$ cat src/pkg/mpit_defines.vh
// Purpose: constants of the modulo periodic interrupt timer
// Assumes: register index times four gives the apb byte address
// Notes:   definitions only
`ifndef MPIT_DEFINES_VH
`define MPIT_DEFINES_VH

`define MPIT_IDX_STATUS_CONTROL 8'h4b
`define MPIT_IDX_COUNTER_HIGH   8'h4c
`define MPIT_IDX_COUNTER_LOW    8'h4d
`define MPIT_IDX_MODULO_HIGH    8'h4e
`define MPIT_IDX_MODULO_LOW     8'h4f

`define MPIT_BIT_OVERFLOW_FLAG  7
`define MPIT_BIT_IRQ_ENABLE     6
`define MPIT_BIT_COUNTER_HALT   5
`define MPIT_BIT_COUNTER_RESET  4
`define MPIT_PS_MSB             2
`define MPIT_PS_LSB             0

`define MPIT_RST_PRESCALE       3'h0
`define MPIT_RST_COUNTER        16'h0000
`define MPIT_RST_MODULO         8'hff
`define MPIT_RST_HALT           1'b1
`define MPIT_PRESC_W            6

`endif

$ cat src/logic/mpit_timer.v
// Purpose: 16-bit periodic interrupt timer with apb register access
// Assumes: mode inputs come from logic on MCLK_IN; one byte register per apb word
// Notes:   apb answers with PREADY after exactly one wait cycle in the access phase
// Notes on behaviour
// - sixteen bit up-counter, free-running or wrapping at the modulo byte pair
// - reading the counter never disturbs the counting sequence
// - prescale field picks divide by 1 to 64; 110 and 111 both 64
// - overflow flag sets when counter rolls to zero after modulo match
// - counter restarts from zero on the next tick after matching modulo
// - interrupt enable gates overflow request; reset clears enable
// - flag clears only by status read with flag set then zero write
// - an overflow between read and zero write voids the clear
// - writing one to the flag leaves it set but cancels a pending clear; reset clears it
// - halt bit freezes counter; reset sets halt
// - counter-reset bit clears counter and prescaler, self clears, reads zero
// - halt and counter-reset together hold the counter at zero
// - high byte read latches low byte until low byte read
// - system reset and counter-reset clear both counter bytes
// - modulo high write inhibits flag setting until modulo low write
// - reset sets all modulo bits
// - wait mode keeps counting, blocks cpu access, interrupt can wake
// - stop mode freezes the timer, keeping all state
// - break freezes the counter
// - with break clear enable set, status clears during break stick
// - with it clear, break accesses leave status alone; clear finishes later
`timescale 1ns/1ps
`include "mpit_defines.vh"

module mpit_timer (
    input  wire        MCLK_IN,
    input  wire        ARST_N_IN,
    input  wire        PSEL_IN,
    input  wire        PENABLE_IN,
    input  wire        PWRITE_IN,
    input  wire [11:0] PADDR_IN,
    input  wire [31:0] PWDATA_IN,
    output reg  [31:0] PRDATA_OUT,
    output reg         PREADY_OUT,
    output reg         PSLVERR_OUT,
    input  wire        WAIT_MODE_IN,
    input  wire        STOP_MODE_IN,
    input  wire        BREAK_IN,
    input  wire        BREAK_CLEAR_EN_IN,
    output reg         IRQ_OUT
);

    reg [15:0]                 counter_q;
    reg [`MPIT_PRESC_W-1:0]    presc_q;
    reg [7:0]                  mod_hi_q;
    reg [7:0]                  mod_lo_q;
    reg [2:0]                  prescale_select_q;
    reg                        overflow_flag_q;
    reg                        overflow_irq_enable_q;
    reg                        counter_halt_q;
    reg                        clear_armed_q;
    reg                        flag_inhibit_q;
    reg                        low_latched_q;
    reg [7:0]                  low_buffer_q;

    // true when the word address is one of the five timer registers
    function is_mapped;
        input [11:0] a;
        begin
            is_mapped = (a[1:0] == 2'b00) &&
                        (a[11:2] >= {2'b00, `MPIT_IDX_STATUS_CONTROL}) &&
                        (a[11:2] <= {2'b00, `MPIT_IDX_MODULO_LOW});
        end
    endfunction

    // mask of prescaler bits that must all be one for a counter tick
    function [`MPIT_PRESC_W-1:0] presc_mask;
        input [2:0] ps;
        begin
            case (ps)
                3'h0:    presc_mask = 6'h00;
                3'h1:    presc_mask = 6'h01;
                3'h2:    presc_mask = 6'h03;
                3'h3:    presc_mask = 6'h07;
                3'h4:    presc_mask = 6'h0f;
                3'h5:    presc_mask = 6'h1f;
                default: presc_mask = 6'h3f;
            endcase
        end
    endfunction

    wire [7:0]  idx       = PADDR_IN[9:2];
    wire        access    = PSEL_IN && PENABLE_IN;
    // wait mode closes the register file to the cpu
    // no cpu access
    wire        ok        = is_mapped(PADDR_IN) && !WAIT_MODE_IN;
    wire        done      = access && PREADY_OUT && ok;
    wire        wr        = done && PWRITE_IN;
    wire        rd        = done && !PWRITE_IN;
    wire [7:0]  wb        = PWDATA_IN[7:0];
    wire        stat_lock = BREAK_IN && !BREAK_CLEAR_EN_IN;

    wire        wr_sc     = wr && (idx == `MPIT_IDX_STATUS_CONTROL);
    wire        rd_sc     = rd && (idx == `MPIT_IDX_STATUS_CONTROL);
    wire        rd_hi     = rd && (idx == `MPIT_IDX_COUNTER_HIGH);
    wire        rd_lo     = rd && (idx == `MPIT_IDX_COUNTER_LOW);
    wire        wr_mh     = wr && (idx == `MPIT_IDX_MODULO_HIGH);
    wire        wr_ml     = wr && (idx == `MPIT_IDX_MODULO_LOW);
    wire        trst      = wr_sc && wb[`MPIT_BIT_COUNTER_RESET];

    wire        run       = !counter_halt_q && !STOP_MODE_IN && !BREAK_IN;
    wire [`MPIT_PRESC_W-1:0] mask = presc_mask(prescale_select_q);
    wire        tick      = run && ((presc_q & mask) == mask);
    wire [15:0] modulo    = {mod_hi_q, mod_lo_q};
    wire        match     = (counter_q == modulo);
    // overflow inhibited while modulo half written
    wire        ovf_set   = tick && match && !trst && !flag_inhibit_q;

    wire [7:0]  sc_read   = {overflow_flag_q, overflow_irq_enable_q, counter_halt_q,
                             1'b0, 1'b0, prescale_select_q};

    reg  [7:0]  rdata_d;
    always @* begin
        case (idx)
            `MPIT_IDX_STATUS_CONTROL: rdata_d = sc_read;
            `MPIT_IDX_COUNTER_HIGH:   rdata_d = counter_q[15:8];
            `MPIT_IDX_COUNTER_LOW:    rdata_d = low_latched_q ? low_buffer_q
                                                              : counter_q[7:0];
            `MPIT_IDX_MODULO_HIGH:    rdata_d = mod_hi_q;
            `MPIT_IDX_MODULO_LOW:     rdata_d = mod_lo_q;
            default:                  rdata_d = 8'h00;
        endcase
    end

    // apb slave: one wait cycle, then the answer with pready
    always @(posedge MCLK_IN or negedge ARST_N_IN) begin
        if (!ARST_N_IN) begin
            PREADY_OUT  <= 1'b0;
            PSLVERR_OUT <= 1'b0;
            PRDATA_OUT  <= 32'h0000_0000;
        end else if (access && !PREADY_OUT) begin
            PREADY_OUT  <= 1'b1;
            PSLVERR_OUT <= !ok;
            PRDATA_OUT  <= (ok && !PWRITE_IN) ? {24'h00_0000, rdata_d} : 32'h0000_0000;
        end else begin
            PREADY_OUT  <= 1'b0;
            PSLVERR_OUT <= 1'b0;
        end
    end

    // counter and prescaler
    always @(posedge MCLK_IN or negedge ARST_N_IN) begin
        if (!ARST_N_IN) begin
            counter_q <= `MPIT_RST_COUNTER;
            presc_q   <= {`MPIT_PRESC_W{1'b0}};
        end else if (trst) begin
            // halted at zero if halt written too
            counter_q <= `MPIT_RST_COUNTER;
            presc_q   <= {`MPIT_PRESC_W{1'b0}};
        end else if (run) begin
            // wait mode does not stop counting
            presc_q <= presc_q + 6'h01;
            if (tick) begin
                counter_q <= match ? 16'h0000 : counter_q + 16'h0001;
            end
        end
    end

    // control bits, modulo registers, low byte buffer
    always @(posedge MCLK_IN or negedge ARST_N_IN) begin
        if (!ARST_N_IN) begin
            prescale_select_q     <= `MPIT_RST_PRESCALE;
            overflow_irq_enable_q <= 1'b0;
            counter_halt_q        <= `MPIT_RST_HALT;
            mod_hi_q              <= `MPIT_RST_MODULO;
            mod_lo_q              <= `MPIT_RST_MODULO;
            flag_inhibit_q        <= 1'b0;
            low_latched_q         <= 1'b0;
            low_buffer_q          <= 8'h00;
        end else begin
            if (wr_sc) begin
                prescale_select_q     <= wb[`MPIT_PS_MSB:`MPIT_PS_LSB];
                overflow_irq_enable_q <= wb[`MPIT_BIT_IRQ_ENABLE];
                counter_halt_q        <= wb[`MPIT_BIT_COUNTER_HALT];
            end
            if (wr_mh) begin
                mod_hi_q       <= wb;
                flag_inhibit_q <= 1'b1;
            end
            if (wr_ml) begin
                mod_lo_q       <= wb;
                flag_inhibit_q <= 1'b0;
            end
            // reads only touch the buffer, never the counter
            if (trst || rd_lo) begin
                low_latched_q <= 1'b0;
            end else if (rd_hi && !low_latched_q) begin
                low_latched_q <= 1'b1;
                low_buffer_q  <= counter_q[7:0];
            end
        end
    end

    // overflow flag and its two step clear
    always @(posedge MCLK_IN or negedge ARST_N_IN) begin
        if (!ARST_N_IN) begin
            overflow_flag_q <= 1'b0;
            clear_armed_q   <= 1'b0;
        end else if (ovf_set) begin
            // new overflow voids a pending clear; set beats clear
            overflow_flag_q <= 1'b1;
            clear_armed_q   <= 1'b0;
        end else if (!stat_lock) begin
            // clears during break stick when enabled
            if (wr_sc) begin
                if (clear_armed_q && !wb[`MPIT_BIT_OVERFLOW_FLAG]) begin
                    overflow_flag_q <= 1'b0;
                end
                clear_armed_q <= 1'b0;
            end else if (rd_sc && overflow_flag_q) begin
                clear_armed_q <= 1'b1;
            end
        end
    end

    // level request, also the wake source in wait mode
    always @(posedge MCLK_IN or negedge ARST_N_IN) begin
        if (!ARST_N_IN) begin
            IRQ_OUT <= 1'b0;
        end else begin
            IRQ_OUT <= (overflow_flag_q || ovf_set) && overflow_irq_enable_q;
        end
    end

endmodule

$ cat config.mk
export PLATFORM = sky130hd
export DESIGN_NAME = mpit_timer
export DESIGN_NICKNAME = d
export VERILOG_FILES = /design/src/logic/mpit_timer.v
export VERILOG_INCLUDE_DIRS = /design/src /design/src/pkg
export SDC_FILE = /design/constraint.sdc
export NUM_CORES = 1
export LEC_CHECK = 0
export BUFFER_PORTS_ARGS = -buffer_cell sky130_fd_sc_hd__buf_2
export CORE_UTILIZATION = 59
export CTS_CLUSTER_SIZE = 40
export DETAILED_ROUTE_END_ITERATION = 16
export GPL_ROUTABILITY_DRIVEN = 0
export PLACE_DENSITY = 0.91
export SYNTH_ARGS = -nofsm -noshare
export SYNTH_HDL_FRONTEND = slang
export SYNTH_SLANG_ARGS = --single-unit
$ cat constraint.sdc
create_clock -name MCLK_IN -period 6.4 [get_ports MCLK_IN]
set_input_delay 0 -clock MCLK_IN [delete_from_list [all_inputs] [get_ports MCLK_IN]]
set_output_delay 0 -clock MCLK_IN [all_outputs]
set_load 0.03 [all_outputs]
==> results.sh <==
export IMPL_power_mw=0.970
export IMPL_hold_path_class="in2reg"
export IMPL_drt_wirelength_per_cell_um=18.3
export IMPL_worstSkewPairLatency_ps=350
export IMPL_port_buffer_count=39
export IMPL_p_leak_nw=1.85
export IMPL_drv_max_cap_violation_count=0
export IMPL_fin_nets=468
export IMPL_critPathArrivalTime_ps=2920
export IMPL_finalHoldViolCount=0
export IMPL_power_density_nw_per_um2=226
export IMPL_dieArea_sq_um=6920
export IMPL_area_delta_synth_final_pct=10.2
export IMPL_rsz0062_at_grt="no"
export IMPL_clk_pin_slew_ps=80
export IMPL_drt_pass1_iter_count=6
export IMPL_synth_edf_count=0
export IMPL_critPathKind="reg2reg"
export IMPL_slew_headroom_pct=32.0
export IMPL_diodes=0
export IMPL_core_rowCount=29
export IMPL_cts_resized=0
export IMPL_die_h_um=83.2
export IMPL_cp_end_kind="register"
export IMPL_synth_distinct_cells=58
export IMPL_die_w_um=83.2
export IMPL_worstPathMaxFanout=14
export IMPL_grtUsageTotal_pct=27.7
export IMPL_combPwrFrac_pct=15.5
export IMPL_tns_ps=0
export IMPL_maxSlewViolCount=0
export IMPL_status="complete, no violations"
export IMPL_clock_skew_final_ps=8.53
export IMPL_cts_root_buf="clkbuf_8"
export IMPL_yosys_area_top_type_share_pct=31.5
export IMPL_drtAntennaViolNets=0
export IMPL_avgSynthCellArea_sq_um=10.5
export IMPL_worstSetupStartpointType="register"
export IMPL_hold_ws_ps=19.4
export IMPL_p_int_mw=0.661
export IMPL_clock_sinks=66
export IMPL_via_per_inst=6.25
export IMPL_timing_final_ws_setup_ps=3750
export IMPL_fin_crit_ps=2650
export IMPL_core_area_sq_um=6350
export IMPL_clockBufferDepth=2
export IMPL_grt_overflow_total=0
export IMPL_vias=3076
export IMPL_synthCells=369
export IMPL_cts_setup_buffers=0
export IMPL_htree_levels=3
export IMPL_synth_top_area_cell="dfrtp_1"
export IMPL_cts_tree="built"
export IMPL_power_switching_mw=0.308
export IMPL_worst_slew_pin_slew_ps=1010
export IMPL_synthArstFlopShare_pct=100
export IMPL_cts_buffers=9
export IMPL_antenna_found_initial=0
export IMPL_peakVddDrop_v=0.000153
export IMPL_synth_main_ff_cell="dfrtp_1"
export IMPL_hpwl_um=6020
export IMPL_grt_pass1_wl_um=15000
export IMPL_grt_max_degree=67
export IMPL_synth_seq_cells=66
export IMPL_fin_crit_sh_pct=41.4
export IMPL_drive_gt1_share_pct=29.6
export IMPL_drc=0
export IMPL_fmax_mhz=377
export IMPL_netlist_area_sq_um=3890
export IMPL_finalSetupViolations=0
export IMPL_start_util_pct=61.2
export IMPL_seqPwrFrac_pct=51.8
export IMPL_switching_share_pct=31.8
export IMPL_yosysSeqAreaShare_pct=43.0
export IMPL_num_io_pins=88
export IMPL_dp_slack_ps=3790
export IMPL_grt_pass1_vias=3027
export IMPL_yosysWarnings=0
export IMPL_clkPwrFrac_pct=32.6
export IMPL_final_util_pct=67.5
export IMPL_synthTopCellsByArea="dfrtp_1, dfstp_2, mux2_2, buf_4, xnor2_1"
export IMPL_required_ps=6660
export IMPL_wl_um=9020
export IMPL_drtIter0Drc=278
==> final cells by class <==
class                      count  area, sq um
sequential                    66         1670
clock inverter                 5         30.0
inverter                       5         18.8
clock buffer                  11          141
tap                           77         96.3
multi-input combinational    275         1990
fill                         459         2070
timing repair buffer          53          330
==> final timing paths <==
kind                                     start         endpoint  slack (ps)  cells after the start
worst max-delay path            counter_halt_q     counter_q[9]        3750                      6
worst min-delay path                  BREAK_IN       presc_q[0]          20                      4
worst max register to register  counter_halt_q     counter_q[9]        3750                      6
worst min register to register   PRDATA_OUT[0]    PRDATA_OUT[0]         480                      2
max in group asynchronous            ARST_N_IN     counter_q[9]        5510                      3
min in group asynchronous            ARST_N_IN  low_buffer_q[3]         360                      3
==> power by group through the flow <==
stage	Sequential [mW]	Combinational (mW)	Clock, mW
2_1_floorplan	0.479	0.133	0
5_1_grt	0.507	0.168	0.337
3_3_place_gp	0.503	0.135	0
3_5_place_dp	0.507	0.142	0
6_report	0.503	0.151	0.316
4_1_cts	0.500	0.149	0.316
==> cells in the final DEF (no fill, tap or decap), types with 4 or more instances in the layout <==
master | Yosys | layout
o21ai_0 | 23 | 23
a221oi_1 | 5 | 5
a21oi_1 | 10 | 10
mux2_4 | 8 | 8
nand2_1 | 30 | 30
a22oi_1 | 5 | 5
dfrtp_1 | 49 | 49
nor2_1 | 24 | 24
dlygate4sd3_1 | 0 | 12
mux2_2 | 25 | 25
nand4_1 | 10 | 10
nor3_1 | 7 | 7
buf_2 | 5 | 39
ha_1 | 5 | 5
o21ai_1 | 4 | 4
clkbuf_8 | 0 | 10
nand3_1 | 12 | 12
dfstp_2 | 17 | 17
xnor2_1 | 17 | 17
inv_1 | 5 | 5
conb_1 | 1 | 24
mux2i_1 | 11 | 11
==> registers in the layout (all words and copies together) (netlist names), 3 cells and up <==
signal / cells
PRDATA_OUT: 8
prescale_select_q: 3
counter_q: 16
mod_lo_q: 8
mod_hi_q: 8
presc_q: 6
low_buffer_q: 8
==> what timing repair did <==
action                                 in CTS  in global routing
setup endpoints to repair                   0                  0
endpoints found under the hold margin      72                  0
hold buffers                               12                  0
==> per-layer routing <==
layer / vias up / GRT usage [%] / part of all wire [%]
met1: 1514 / 35.2 / 40
li1: 1359 / - / -
met5: - / 0 / 0
met3: 31 / 5.07 / 7.4
met2: 172 / 45.4 / 50
met4: 0 / 14.4 / 3.2
==> cell families after synthesis <==
logic type                 count (synthesis)  synth area share (%)
and+or+nand+nor                          119                  18.4
muxes                                     47                  14.9
buffers and inverters                     51                  7.89
AOI/OAI and AO/OA                         60                  9.59
other                                      1                0.0965
xor gates and xnor gates                  20                  4.51
DFF                                       66                  43.0
adders and majority gates                  5                  1.61
==> critical path, cell delays in order, from the launching register on <==
cell,delay (ps)
dfstp_2,390
nor3_2,420
o21ai_0,250
nor4_4,400
nor3b_2,750
nand4_1,170
o21ai_1,180
==> stage by stage <==
stage / instances / area, sq um
after CTS: 492 / 4280
final: 492 / 4280
after global placement: 464 / 3990
after detailed placement: 464 / 3990
after floorplan: 392 / 3970
after global routing: 492 / 4280
==> cells in the mapped netlist (all sizes together) (3+ instances only) <==
cell / n
mux2i: 11
o21ai: 27
mux4: 3
nor3: 9
a221oi: 5
nor3b: 5
a21o: 3
nand2: 30
nand3: 12
clkbuf: 12
or3: 3
nor2: 25
xnor2: 17
dfrtp: 49
ha: 5
a21oi: 10
nand4: 10
dfstp: 17
xor2: 3
a22oi: 5
buf: 34
inv: 5
nand3b: 3
nor4: 4
mux2: 33
Note: power is estimated with default switching activity, not from simulation.
